===== config.mk =====
export PLATFORM = sky130hd
export DESIGN_NAME = ucpps_bank
export DESIGN_NICKNAME = d
export VERILOG_FILES = /design/src/hdl/ucpps_pkg.sv /design/src/hdl/ucpps_sync.sv /design/src/hdl/ucpps_type_map.sv /design/src/hdl/ucpps_bank.sv
export SDC_FILE = /design/constraint.sdc
export NUM_CORES = 1
export LEC_CHECK = 0
export BUFFER_PORTS_ARGS = -buffer_cell sky130_fd_sc_hd__buf_4
export CAP_MARGIN = 25
export CORE_MARGIN = 10
export CORE_UTILIZATION = 30
export DETAILED_ROUTE_END_ITERATION = 8
export PLACE_DENSITY_LB_ADDON = 0.25
export RECOVER_POWER = 100
export SYNTH_ARGS = -nofsm -noshare
export SYNTH_HDL_FRONTEND = slang
export SYNTH_SLANG_ARGS = --single-unit

===== constraint.sdc =====
create_clock -name clk -period 2.2 [get_ports clk]
set_input_delay 0.11 -clock clk [delete_from_list [all_inputs] [get_ports clk]]
set_output_delay 0.11 -clock clk [all_outputs]
set_load 0.05 [all_outputs]

===== src/hdl/ucpps_pkg.sv =====
/*
  constants, types and register map of the upstream charger / port power status bank.
  assumes an apb master with 32-bit data; registers sit at four times their index.
*/
package ucpps_pkg;
  // bus widths
  localparam int ADDR_W = 16;
  localparam int DATA_W = 32;
  localparam int NPORT = 4;
  localparam int NCMP = 4;
  // register indices; byte address is four times the index
  localparam logic [13:0] IDX_CMP_STAT = 14'h30e4;
  localparam logic [13:0] IDX_PWR_STAT = 14'h30e5;
  localparam logic [13:0] IDX_OC_STAT = 14'h30e6;
  localparam logic [13:0] IDX_MODE = 14'h30ec;
  // register selects, one-hot
  localparam logic [3:0] SEL_NONE = 4'h0;
  localparam logic [3:0] SEL_CMP = 4'h1;
  localparam logic [3:0] SEL_PWR = 4'h2;
  localparam logic [3:0] SEL_OC = 4'h4;
  localparam logic [3:0] SEL_MODE = 4'h8;
  // reset value common to all four registers
  localparam logic [7:0] REG_RST = 8'h00;
  // comparator status field layout
  localparam int CMP_HI_BIT = 3;
  localparam int CMP_DM_BIT = 2;
  localparam int CMP_DP_BIT = 1;
  localparam int CMP_VDAT_BIT = 0;
  // per-port field of power and over-current registers
  localparam int PORT_LSB = 1;
  localparam int PORT_MSB = 4;
  // mode register fields
  localparam int MODE_KEEP_BIT = 5;
  localparam int MODE_VEND_BIT = 3;
  localparam int MODE_ENH_BIT = 2;
  localparam logic [7:0] MODE_RW_MASK = 8'h2c;
  // charger type codes
  localparam logic [2:0] CT_DCP = 3'h1;
  localparam logic [2:0] CT_CDP = 3'h2;
  // zero fill for read data
  localparam logic [DATA_W-1:0] RD_ZERO = 32'h0000_0000;
  localparam logic [1:0] ALIGN_OK = 2'h0;
  // comparator outputs travel together
  typedef struct packed {
    logic dminus_high_current_flag; // d- above the high-current threshold
    logic dminus_single_ended_rx; // d- single-ended receiver
    logic dplus_single_ended_rx; // d+ single-ended receiver
    logic data_voltage_detect; // data-line voltage detect comparator
  } ucpps_cmp_t;
  // detection mode controls handed to the sequencer
  typedef struct packed {
    logic keep_data_voltage_source; // source stays on through connect
    logic vendor_charger_search_en; // look for divider-type chargers
    logic enhanced_detect_en; // reverse the source to split charger kinds
  } ucpps_mode_t;
  // apb slave states, one-hot
  typedef enum logic [2:0] {
    ST_IDLE = 3'b001,
    ST_WAIT = 3'b010,
    ST_RESP = 3'b100
  } ucpps_apb_st_t;
endpackage : ucpps_pkg


===== src/hdl/ucpps_sync.sv =====
/*
  two-flop synchroniser for a bundle of independent levels.
  assumes each bit is a slow level; bits are not coherent with each other.
*/
`timescale 1ns/1ns
module ucpps_sync #(
  parameter int W = 4
) (
  // clock and reset
  input wire logic clk,
  input wire logic srst,
  // levels
  input wire logic [W-1:0] d,
  output logic [W-1:0] q
);
  logic [W-1:0] meta_reg; // first stage, read by q_reg only
  logic [W-1:0] q_reg; // second stage
  // two flops; only the second stage is visible to logic
  always_ff @(posedge clk) begin
    if (srst) begin
      meta_reg <= '0;
      q_reg <= '0;
    end else begin
      meta_reg <= d;
      q_reg <= meta_reg;
    end
  end
  assign q = q_reg;
endmodule : ucpps_sync


===== src/hdl/ucpps_type_map.sv =====
/*
  charger type reporting: folds the charging-port code into the dedicated
  charger code when enhanced detection is off.
  assumes raw type from the detection sequencer on the same clock.
*/
`timescale 1ns/1ns
module ucpps_type_map
  import ucpps_pkg::*;
(
  // clock and reset
  input wire logic clk,
  input wire logic srst,
  // sequencer result and mode
  input wire logic [2:0] raw_type,
  input wire logic enh_on,
  // reported code
  output logic [2:0] type_code
);
  logic [2:0] code_reg; // registered report
  // without the reversed source the two charger kinds look alike
  always_ff @(posedge clk) begin
    if (srst) begin
      code_reg <= CT_DCP ^ CT_DCP;
    end else if (!enh_on && raw_type == CT_CDP) begin
      code_reg <= CT_DCP;
    end else begin
      code_reg <= raw_type;
    end
  end
  assign type_code = code_reg;
endmodule : ucpps_type_map


===== src/hdl/ucpps_bank.sv =====
/*
  upstream charger comparator, port power and over-current status bank with the
  charger detection mode register, reached over apb.
  assumes comparator and over-current inputs arrive asynchronously, while port
  power requests and the raw charger type come from logic on clk.
*/
`timescale 1ns/1ns
// Behaviour
// - bit 3 shows D- above high threshold
// - bit 2 shows D- single-ended receiver
// - bit 1 shows D+ single-ended receiver
// - bit 0 shows data voltage detect
// - power bit set for host-enabled port
// - power bit zero if disabled or over-current
// - power bits are read-only indications
// - per-port over-current flags in bits 4:1
// - over-current clears that port's power bit
// - mode bit 5 keeps voltage source on
// - mode bit 3 enables vendor charger search
// - mode bit 2 enables source reversal
// - enhanced off folds code 010 into 001
module ucpps_bank
  import ucpps_pkg::*;
(
  // clock and reset
  input wire logic clk,
  input wire logic srst,
  // apb slave
  input wire logic psel,
  input wire logic penable,
  input wire logic pwrite,
  input wire logic [ucpps_pkg::ADDR_W-1:0] paddr,
  input wire logic [ucpps_pkg::DATA_W-1:0] pwdata,
  output logic [ucpps_pkg::DATA_W-1:0] prdata,
  output logic pready,
  output logic pslverr,
  // analog comparator outputs, asynchronous
  input wire ucpps_pkg::ucpps_cmp_t cmp_raw,
  // over-current indications per port, asynchronous
  input wire logic [ucpps_pkg::NPORT-1:0] port_overcurrent_flag,
  // host power requests per port, on clk
  input wire logic [ucpps_pkg::NPORT-1:0] port_power_enabled,
  // raw result of the detection sequencer, on clk
  input wire logic [2:0] raw_charger_type,
  // controls to the detection sequencer
  output ucpps_pkg::ucpps_mode_t mode_ctl,
  // status to hub logic
  output logic [ucpps_pkg::NPORT-1:0] port_power_status,
  output logic [2:0] charger_type_code
);
  import ucpps_pkg::*;

  // decode a byte address into a one-hot register select
  function automatic logic [3:0] reg_sel(input logic [ADDR_W-1:0] a);
    logic [3:0] s;
    s = SEL_NONE;
    if (a[1:0] == ALIGN_OK) begin
      case (a[ADDR_W-1:2])
        IDX_CMP_STAT: s = SEL_CMP;
        IDX_PWR_STAT: s = SEL_PWR;
        IDX_OC_STAT: s = SEL_OC;
        IDX_MODE: s = SEL_MODE;
        default: s = SEL_NONE;
      endcase
    end
    return s;
  endfunction : reg_sel

  // synchronised views of the asynchronous inputs
  logic [NCMP-1:0] cmp_sync; // comparator bundle after two flops
  logic [NPORT-1:0] oc_sync; // over-current after two flops

  // apb slave state
  ucpps_apb_st_t st_reg; // current state
  ucpps_apb_st_t st_next; // next state
  logic [DATA_W-1:0] prdata_reg; // captured read data
  logic pready_reg; // one-cycle answer
  logic pslverr_reg; // error with the answer
  logic [3:0] sel_reg; // register chosen in the access phase
  logic wr_commit; // write takes effect at this edge

  // register storage
  logic [7:0] mode_reg; // detection mode, rw bits only
  logic [NPORT-1:0] pwr_reg; // port power status
  logic [NPORT-1:0] oc_reg; // over-current status
  logic [NCMP-1:0] cmp_reg; // comparator status
  ucpps_mode_t mode_ctl_reg; // controls driven to the sequencer

  // comparators cross into clk before anything reads them
  ucpps_sync #(
    .W(NCMP)
  ) u_cmp_sync (
    .clk(clk),
    .srst(srst),
    .d(cmp_raw),
    .q(cmp_sync)
  );

  // over-current pins cross the same way
  ucpps_sync #(
    .W(NPORT)
  ) u_oc_sync (
    .clk(clk),
    .srst(srst),
    .d(port_overcurrent_flag),
    .q(oc_sync)
  );

  // charger type report follows the enhanced detect setting
  ucpps_type_map u_type_map (
    .clk(clk),
    .srst(srst),
    .raw_type(raw_charger_type),
    .enh_on(mode_ctl_reg.enhanced_detect_en),
    .type_code(charger_type_code)
  );

  // a write lands only at the edge where the master sees pready
  assign wr_commit = (st_reg == ST_RESP) && psel && penable && pwrite && pready_reg;

  // next state: one wait state, then a single answer cycle
  always_comb begin
    st_next = st_reg;
    case (st_reg)
      ST_IDLE: begin
        if (psel && !penable) begin
          st_next = ST_WAIT; // setup seen
        end
      end
      ST_WAIT: begin
        if (psel && penable) begin
          st_next = ST_RESP; // answer next cycle
        end else if (!psel) begin
          st_next = ST_IDLE; // master gave up
        end
      end
      ST_RESP: begin
        st_next = ST_IDLE; // answer is seen at this edge
      end
      default: begin
        st_next = ST_IDLE; // recover from an illegal code
      end
    endcase
  end

  // state register
  always_ff @(posedge clk) begin
    if (srst) begin
      st_reg <= ST_IDLE;
    end else begin
      st_reg <= st_next;
    end
  end

  // answer: pready and pslverr for exactly one cycle
  always_ff @(posedge clk) begin
    if (srst) begin
      pready_reg <= 1'b0;
      pslverr_reg <= 1'b0;
      sel_reg <= SEL_NONE;
    end else if (st_reg == ST_WAIT && psel && penable) begin
      pready_reg <= 1'b1;
      sel_reg <= reg_sel(paddr);
      // unmapped or misaligned address is refused
      pslverr_reg <= (reg_sel(paddr) == SEL_NONE);
    end else begin
      pready_reg <= 1'b0;
      pslverr_reg <= 1'b0;
    end
  end

  // read data captured in the access phase; reserved bits stay zero
  always_ff @(posedge clk) begin
    if (srst) begin
      prdata_reg <= RD_ZERO;
    end else if (st_reg == ST_WAIT && psel && penable && !pwrite) begin
      prdata_reg <= RD_ZERO;
      case (reg_sel(paddr))
        SEL_CMP: prdata_reg[NCMP-1:0] <= cmp_reg;
        SEL_PWR: prdata_reg[PORT_MSB:PORT_LSB] <= pwr_reg;
        SEL_OC: prdata_reg[PORT_MSB:PORT_LSB] <= oc_reg;
        SEL_MODE: prdata_reg[7:0] <= mode_reg & MODE_RW_MASK;
        default: prdata_reg <= RD_ZERO; // nothing there
      endcase
    end else if (pready_reg) begin
      prdata_reg <= RD_ZERO; // idle bus reads as zero
    end
  end

  // comparator status: plain sampled copy, no software path into it
  always_ff @(posedge clk) begin
    if (srst) begin
      cmp_reg <= REG_RST[NCMP-1:0];
    end else begin
      cmp_reg <= cmp_sync;
    end
  end

  // over-current status mirrors the pins; software writes are dropped
  always_ff @(posedge clk) begin
    if (srst) begin
      oc_reg <= REG_RST[PORT_MSB:PORT_LSB];
    end else begin
      oc_reg <= oc_sync;
    end
  end

  // port power status: host request, forced low by over-current.
  // reading oc_sync, not oc_reg, keeps the status from lagging the flag.
  always_ff @(posedge clk) begin
    if (srst) begin
      pwr_reg <= REG_RST[PORT_MSB:PORT_LSB];
    end else begin
      pwr_reg <= port_power_enabled & ~oc_sync;
    end
  end

  // mode register: only bits 5, 3 and 2 are writable
  always_ff @(posedge clk) begin
    if (srst) begin
      mode_reg <= REG_RST;
    end else if (wr_commit && sel_reg == SEL_MODE) begin
      mode_reg <= pwdata[7:0] & MODE_RW_MASK;
    end
  end

  // controls to the sequencer track the mode register one cycle later
  always_ff @(posedge clk) begin
    if (srst) begin
      mode_ctl_reg <= '0;
    end else begin
      mode_ctl_reg.keep_data_voltage_source <= mode_reg[MODE_KEEP_BIT];
      mode_ctl_reg.vendor_charger_search_en <= mode_reg[MODE_VEND_BIT];
      mode_ctl_reg.enhanced_detect_en <= mode_reg[MODE_ENH_BIT];
    end
  end

  // outputs come straight from flops; status bits have no write path
  assign prdata = prdata_reg;
  assign pready = pready_reg;
  assign pslverr = pslverr_reg;
  assign mode_ctl = mode_ctl_reg;
  assign port_power_status = pwr_reg;
endmodule : ucpps_bank


==> results of run 1 <==
[layer usage]
layer,global-route usage,wire length [um],share of wire
met1,0.106,2230,0.49
met2,0.131,1910,0.42
met3,0.0358,363,0.080
met4,0.0358,47,0.010
met5,0,0,0
[through the flow]
step	hold slack (ps)	cells	total power [mW]	area (um2)
3_5_place_dp	324	327	1.25	2420
3_3_place_gp	321	327	1.25	2420
4_1_cts	1.74	338	1.91	2560
2_1_floorplan	186	227	1.21	2130
5_1_grt	0.267	338	1.96	2470
6_report	16.2	338	1.87	2470
[report_power, final]
part	total [mW]	leakage (nW)	internal (mW)	switching, mW
sequential	0.976	0.425	0.967	0.00863
clock	0.644	0.0541	0.337	0.307
combinational	0.249	0.528	0.0744	0.174
total	1.87	1.01	1.38	0.490
[cells by family after synthesis]
family / count (synthesis) / synth area share
muxes: 7 / 0.0344
other: 1 / 0.00184
xor gates and xnor gates: 1 / 0.00430
DFF: 52 / 0.511
buffers and inverters: 34 / 0.113
adders and majority gates: 1 / 0.00491
and+or+nand+nor: 87 / 0.273
AOI/OAI and AO/OA: 19 / 0.0577
[cell usage after synthesis, types with 2 or more instances]
cell	count
sky130_fd_sc_hd__nand3_1	7
sky130_fd_sc_hd__o21ai_1	4
sky130_fd_sc_hd__and3_1	2
sky130_fd_sc_hd__a22oi_1	2
sky130_fd_sc_hd__nor2b_1	30
sky130_fd_sc_hd__dfxtp_1	52
sky130_fd_sc_hd__clkbuf_1	5
sky130_fd_sc_hd__and2_1	2
sky130_fd_sc_hd__o2bb2ai_1	2
sky130_fd_sc_hd__nor3_1	2
sky130_fd_sc_hd__buf_4	27
sky130_fd_sc_hd__mux2i_1	7
sky130_fd_sc_hd__a21oi_1	8
sky130_fd_sc_hd__nand3b_1	4
sky130_fd_sc_hd__nor2_1	10
sky130_fd_sc_hd__nand4b_1	2
sky130_fd_sc_hd__nand2_1	9
sky130_fd_sc_hd__nor3b_1	6
[cell type report]
type	count	area, um2	area share
inverter	1	3.75	0.00152
clock buffer	5	68.8	0.0279
clock inverter	3	42.5	0.0172
timing repair buffer	59	377	0.152
sequential	52	1040	0.421
tap	77	96.3	0.0390
multi-input combinational	141	841	0.340
[worst max-delay path: stages]
cell and delay (ps):
sky130_fd_sc_hd__clkbuf_4 110, sky130_fd_sc_hd__or4b_1 600, sky130_fd_sc_hd__nor4_1 750, sky130_fd_sc_hd__a22oi_1 180, sky130_fd_sc_hd__o21ai_0 180
[placed cells by master, fill, tap and decap left out, types with 2 or more instances in the layout]
cell type and count:
sky130_fd_sc_hd__nand4b_1 2, sky130_fd_sc_hd__a22oi_1 2, sky130_fd_sc_hd__buf_4 35, sky130_fd_sc_hd__dlygate4sd3_1 3, sky130_fd_sc_hd__clkbuf_1 19, sky130_fd_sc_hd__a21oi_1 8
sky130_fd_sc_hd__nor2_1 10, sky130_fd_sc_hd__nand3b_1 4, sky130_fd_sc_hd__o21ai_0 3, sky130_fd_sc_hd__clkbuf_8 5, sky130_fd_sc_hd__nor4_1 2, sky130_fd_sc_hd__nand3_1 7
sky130_fd_sc_hd__dfxtp_1 52, sky130_fd_sc_hd__o2bb2ai_1 2, sky130_fd_sc_hd__nor2b_1 30, sky130_fd_sc_hd__or4b_1 2, sky130_fd_sc_hd__and2_1 2, sky130_fd_sc_hd__and3_1 2
sky130_fd_sc_hd__nand2_1 9, sky130_fd_sc_hd__conb_1 26, sky130_fd_sc_hd__mux2i_1 7, sky130_fd_sc_hd__nor3_1 2, sky130_fd_sc_hd__nor3b_1 6
[path summary, 6_finish.rpt]
| path | to | slack, ps | start | cells after the start |
|---|---|---|---|---|
| worst max-delay path | prdata[2] | 500 | paddr[1] | 5 |
| worst min register to register | port_power_status[3] | 410 | u_oc_sync.q[3] | 1 |
| worst max register to register | prdata[1] | 750 | st_reg[0] | 4 |
| worst min-delay path | u_cmp_sync.meta_reg[3] | 20 | cmp_raw[3] | 2 |
[timing repair]
action	4_1_cts	5_1_grt
hold buffers	3	0
endpoints found under the setup margin	0	0
endpoints found under the hold margin	3	0
==> metrics, run 1 <==
global-route wire length before repair between 7 and 8 mm; setup repair after global routing missed its margin no; Syn Std Cell Area 0.00204 mm2; Die X between 100 and 150 um; count of different cell masters after synthesis 39; CTS sink count 52; WL/cell ~13 um; Post-CTS Setup Repair Bufs 0; count of filler cells inserted in the layout between 600 and 700; synthesis warning total 0; largest cells by area after synthesis sky130_fd_sc_hd__dfxtp_1 51%, sky130_fd_sc_hd__buf_4 10%, sky130_fd_sc_hd__nor2b_1 9.2%; worst hold path class in2reg; post-route clock period utilization 0.774; pre-CTS WS 474 ps; count of unresolved DRC violations after routing 0; area added between synthesis and finish 21.3%; Die Area approximately 0.010 mm2; Critical Path AT about 1900 ps; vias in the first global route ~1,500; Max-Cap Viols 0; drt first-iter violations between 50 and 60; post-cts repair resize count 0; top_reg_cell synth sky130_fd_sc_hd__dfxtp_1; highest ir drop seen on vdd between 300 and 400 uV; largest net degree at the start of global routing 52; async set-or-reset flop fraction in the synthesized netlist 0; average cell area after synthesis slightly above 10 um2; Largest register FFs 6; gp weighted congestion around 0.77; antenna violations before repair 0; clock transition at the registers of the reported paths ~90 ps; Setup Crit Path Kind in2reg; number of buffers inserted during clock tree synthesis 5; power per standard cell area 756 mW/mm2; final setup skew 4.70 ps; Max Transition Viols Final 0; Final ANT Viol Nets 0; cell taking the most area after synthesis sky130_fd_sc_hd__dfxtp_1; number of levels the H-tree was split into 2; total negative slack for setup checks 0 ps; Util after Layout 0.382; count of antenna diodes in the layout 0; peak clock frequency supported by timing between 500 and 600 MHz; total number of vias approximately 1,400; total leakage power 1.01 nW; highest net fanout along the worst path 4; drt first pass iters 4; Overall Global Routing Usage 0.0866; setup ws final 497 ps; layout cell share with drive strength beyond 1 0.180; Die Y-Extent slightly above 100 um; DPL Wire Length 3.41 mm; required time of the critical path around 2400 ps; final-report setup violation count 0; global route total overflow 0; min Tclk post-route around 1700 ps; final count of hold timing violations 0; Seq cells post-synth 52; kind of capture point of the worst setup path flop; I/O Pins about 110; core footprint between 0.006 and 0.007 mm2; CTS tree done; latest clock arrival within the worst-skew pair ~300 ps; Worst slew margin 0.334; Std-Cell Rows 29; total wirelength of the detailed-routed design about 4.6 mm; outcome complete, no violations; share of the yosys chip area belonging to registers 0.511; crit start category primary input; master cell of the clock root buffer sky130_fd_sc_hd__clkbuf_8; Initial Util 0.315; Gate Count Post-Synth a little over 200; clock buffer depth 2; Least-Margin Pin Slew approximately 1000 ps; nets around 330; number of synthesized flops with an enable pin 0; count of port buffers added during placement 56; Vias per Instance 4.21; area share of the largest cell type after synthesis 0.511
Note: power is estimated with default switching activity, not from simulation.
==> run 2, diff against run 1 <==
==> constraint.sdc (replaced) <==
create_clock -name clk -period 1.7 [get_ports clk]
set_input_delay 0.085 -clock clk [delete_from_list [all_inputs] [get_ports clk]]
set_output_delay 0.085 -clock clk [all_outputs]
set_load 0.05 [all_outputs]
==> metrics, run 2 (synthesis gave the netlist of run 1 again) <==
count of filler cells inserted in the layout about 650; peak clock frequency supported by timing 707 MHz; outcome complete, no violations; total placed cells including tap cells 330; total number of vias ~1,500; drt first-iter violations 46; global route total overflow 0; worst hold path class in2reg; gp weighted congestion just under 0.8; Net Switching approximately 0.65 mW; Largest register FFs 6; required time of the critical path between 1500 and 2000 ps; Max-Cap Viols 0; clock network fraction of design power 0.347; WL/cell ~13 um; count of antenna diodes in the layout 0; core footprint about 0.0065 mm2; setup repair after global routing missed its margin no; nets 338; Critical Path AT between 1500 and 2000 ps; clock transition at the registers of the reported paths 90 ps; kind of capture point of the worst setup path flop; most frequent cells in the layout 52 x sky130_fd_sc_hd__dfxtp_1, 38 x sky130_fd_sc_hd__buf_4, 30 x sky130_fd_sc_hd__nor2b_1; Post-CTS Setup Repair Bufs 0; I/O Pins 112; Overall Global Routing Usage 0.0843; area added between synthesis and finish 26.7%; DPL Wire Length roughly 3.4 mm; total chip power 2.45 mW; Max Transition Viols Final 0; Die Area 0.0105 mm2; Initial Util 0.315; Worst slew margin 0.307; number of buffers inserted during clock tree synthesis 5; global-route wire length before repair approximately 7.1 mm; largest net degree at the start of global routing 29; fraction of power spent switching nets 0.265; final setup skew approximately 4.5 ps; min Tclk post-route ~1400 ps; total leakage power between 1 and 1.5 nW; count of port buffers added during placement between 50 and 60; clock buffer depth 2; Least-Margin Pin Slew approximately 1000 ps; antenna violations before repair 0; Final ANT Viol Nets 0; Setup Crit Path Kind reg2reg; master cell of the clock root buffer sky130_fd_sc_hd__clkbuf_8; count of unresolved DRC violations after routing 0; part of the total power dissipated in sequential elements 0.515; highest net fanout along the worst path 5; CTS sink count 52; latest clock arrival within the worst-skew pair around 300 ps; number of levels the H-tree was split into 2; final-report setup violation count 0; portion of total power attributed to combinational logic 0.138; highest ir drop seen on vdd between 400 and 500 uV; crit start category flop; drt first pass iters 4; most common cell after layout, fill and taps aside sky130_fd_sc_hd__dfxtp_1; power per standard cell area approximately 950 mW/mm2; Die X 102 um; final count of hold timing violations 0; vias in the first global route between 1,000 and 1,500; layout cell share with drive strength beyond 1 0.188; total negative slack for setup checks 0 ps; post-route clock period utilization 0.832; Std-Cell Rows 29; Vias per Instance between 4 and 5; CTS tree done; internal power component approximately 1.8 mW; count of placed standard cells in the final layout, fillers left out 348; Die Y-Extent a little over 100 um; total wirelength of the detailed-routed design between 4 and 5 mm
==> run 2: changes by cell type in the layout (fill, tap and decap cells not counted), sizes merged <==
cell	previous run	this run
buf	35	38
dlygate4sd3	3	10
clkinv	1	0
inv	1	2
==> run 2: worst max-delay path: stages, from the launching register on <==
cell	delay, ps
sky130_fd_sc_hd__dfxtp_1	410
sky130_fd_sc_hd__and4bb_1	280
sky130_fd_sc_hd__a311oi_1	470
sky130_fd_sc_hd__nand2_1	110
sky130_fd_sc_hd__o21ai_0	80
==> run 2: path summary, 6_finish.rpt <==
kind | start | endpoint | slack, ps | cells after the start
worst max register to register | st_reg[0] | prdata[1] | 290 | 4
worst min-delay path | raw_charger_type[2] | u_type_map.type_code[2] | 9 | 2
worst max-delay path | st_reg[0] | prdata[1] | 290 | 4
worst min register to register | u_oc_sync.q[2] | port_power_status[2] | 420 | 1
==> run 2: layout make-up <==
type | count | area [um2] | share of cell area
multi-input cells | 141 | 860 | 0.333
well taps | 77 | 96.3 | 0.0373
clock inverters | 3 | 46.3 | 0.0179
clock buffers | 5 | 68.8 | 0.0267
repair buffers | 69 | 465 | 0.180
flip-flops and latches | 52 | 1040 | 0.403
inverters | 1 | 3.75 | 0.00145
==> run 2: power by group through the flow <==
stage | logic (mW) | registers (mW) | clock network (mW)
floorplan | 0.241 | 1.32 | 0
global placement | 0.328 | 1.29 | 0
detailed placement | 0.329 | 1.29 | 0
CTS | 0.348 | 1.26 | 0.877
global route | 0.362 | 1.27 | 0.919
finish | 0.337 | 1.26 | 0.852
==> run 2: layer usage <==
layer / wire length [um] / GRT usage / up-vias / part of all wire
met5: 0 / 0 / - / 0
met4: 26 / 0.0293 / 0 / 0.0058
met3: 420 / 0.0385 / 4 / 0.094
met2: 1990 / 0.136 / 58 / 0.44
met1: 2040 / 0.0964 / 632 / 0.46
li1: - / - / 765 / -
==> run 2: per-stage QoR <==
stage / setup WS (ps) / hold WS [ps] / area (um2) / utilization
5_1_grt: 83.7 / 12.6 / 2580 / 0.400
3_3_place_gp: 156 / 296 / 2440 / 0.378
3_5_place_dp: 160 / 299 / 2440 / 0.378
6_report: 286 / 8.61 / 2580 / 0.400
4_1_cts: 229 / 2.34 / 2660 / 0.412
2_1_floorplan: 267 / 161 / 2130 / -
==> run 2: repair_timing <==
item | 4_1_cts | 5_1_grt
endpoints found under the setup margin | 0 | 0
hold buffers | 10 | 0
gates resized for setup | 0 | 0
endpoints found under the hold margin | 10 | 0
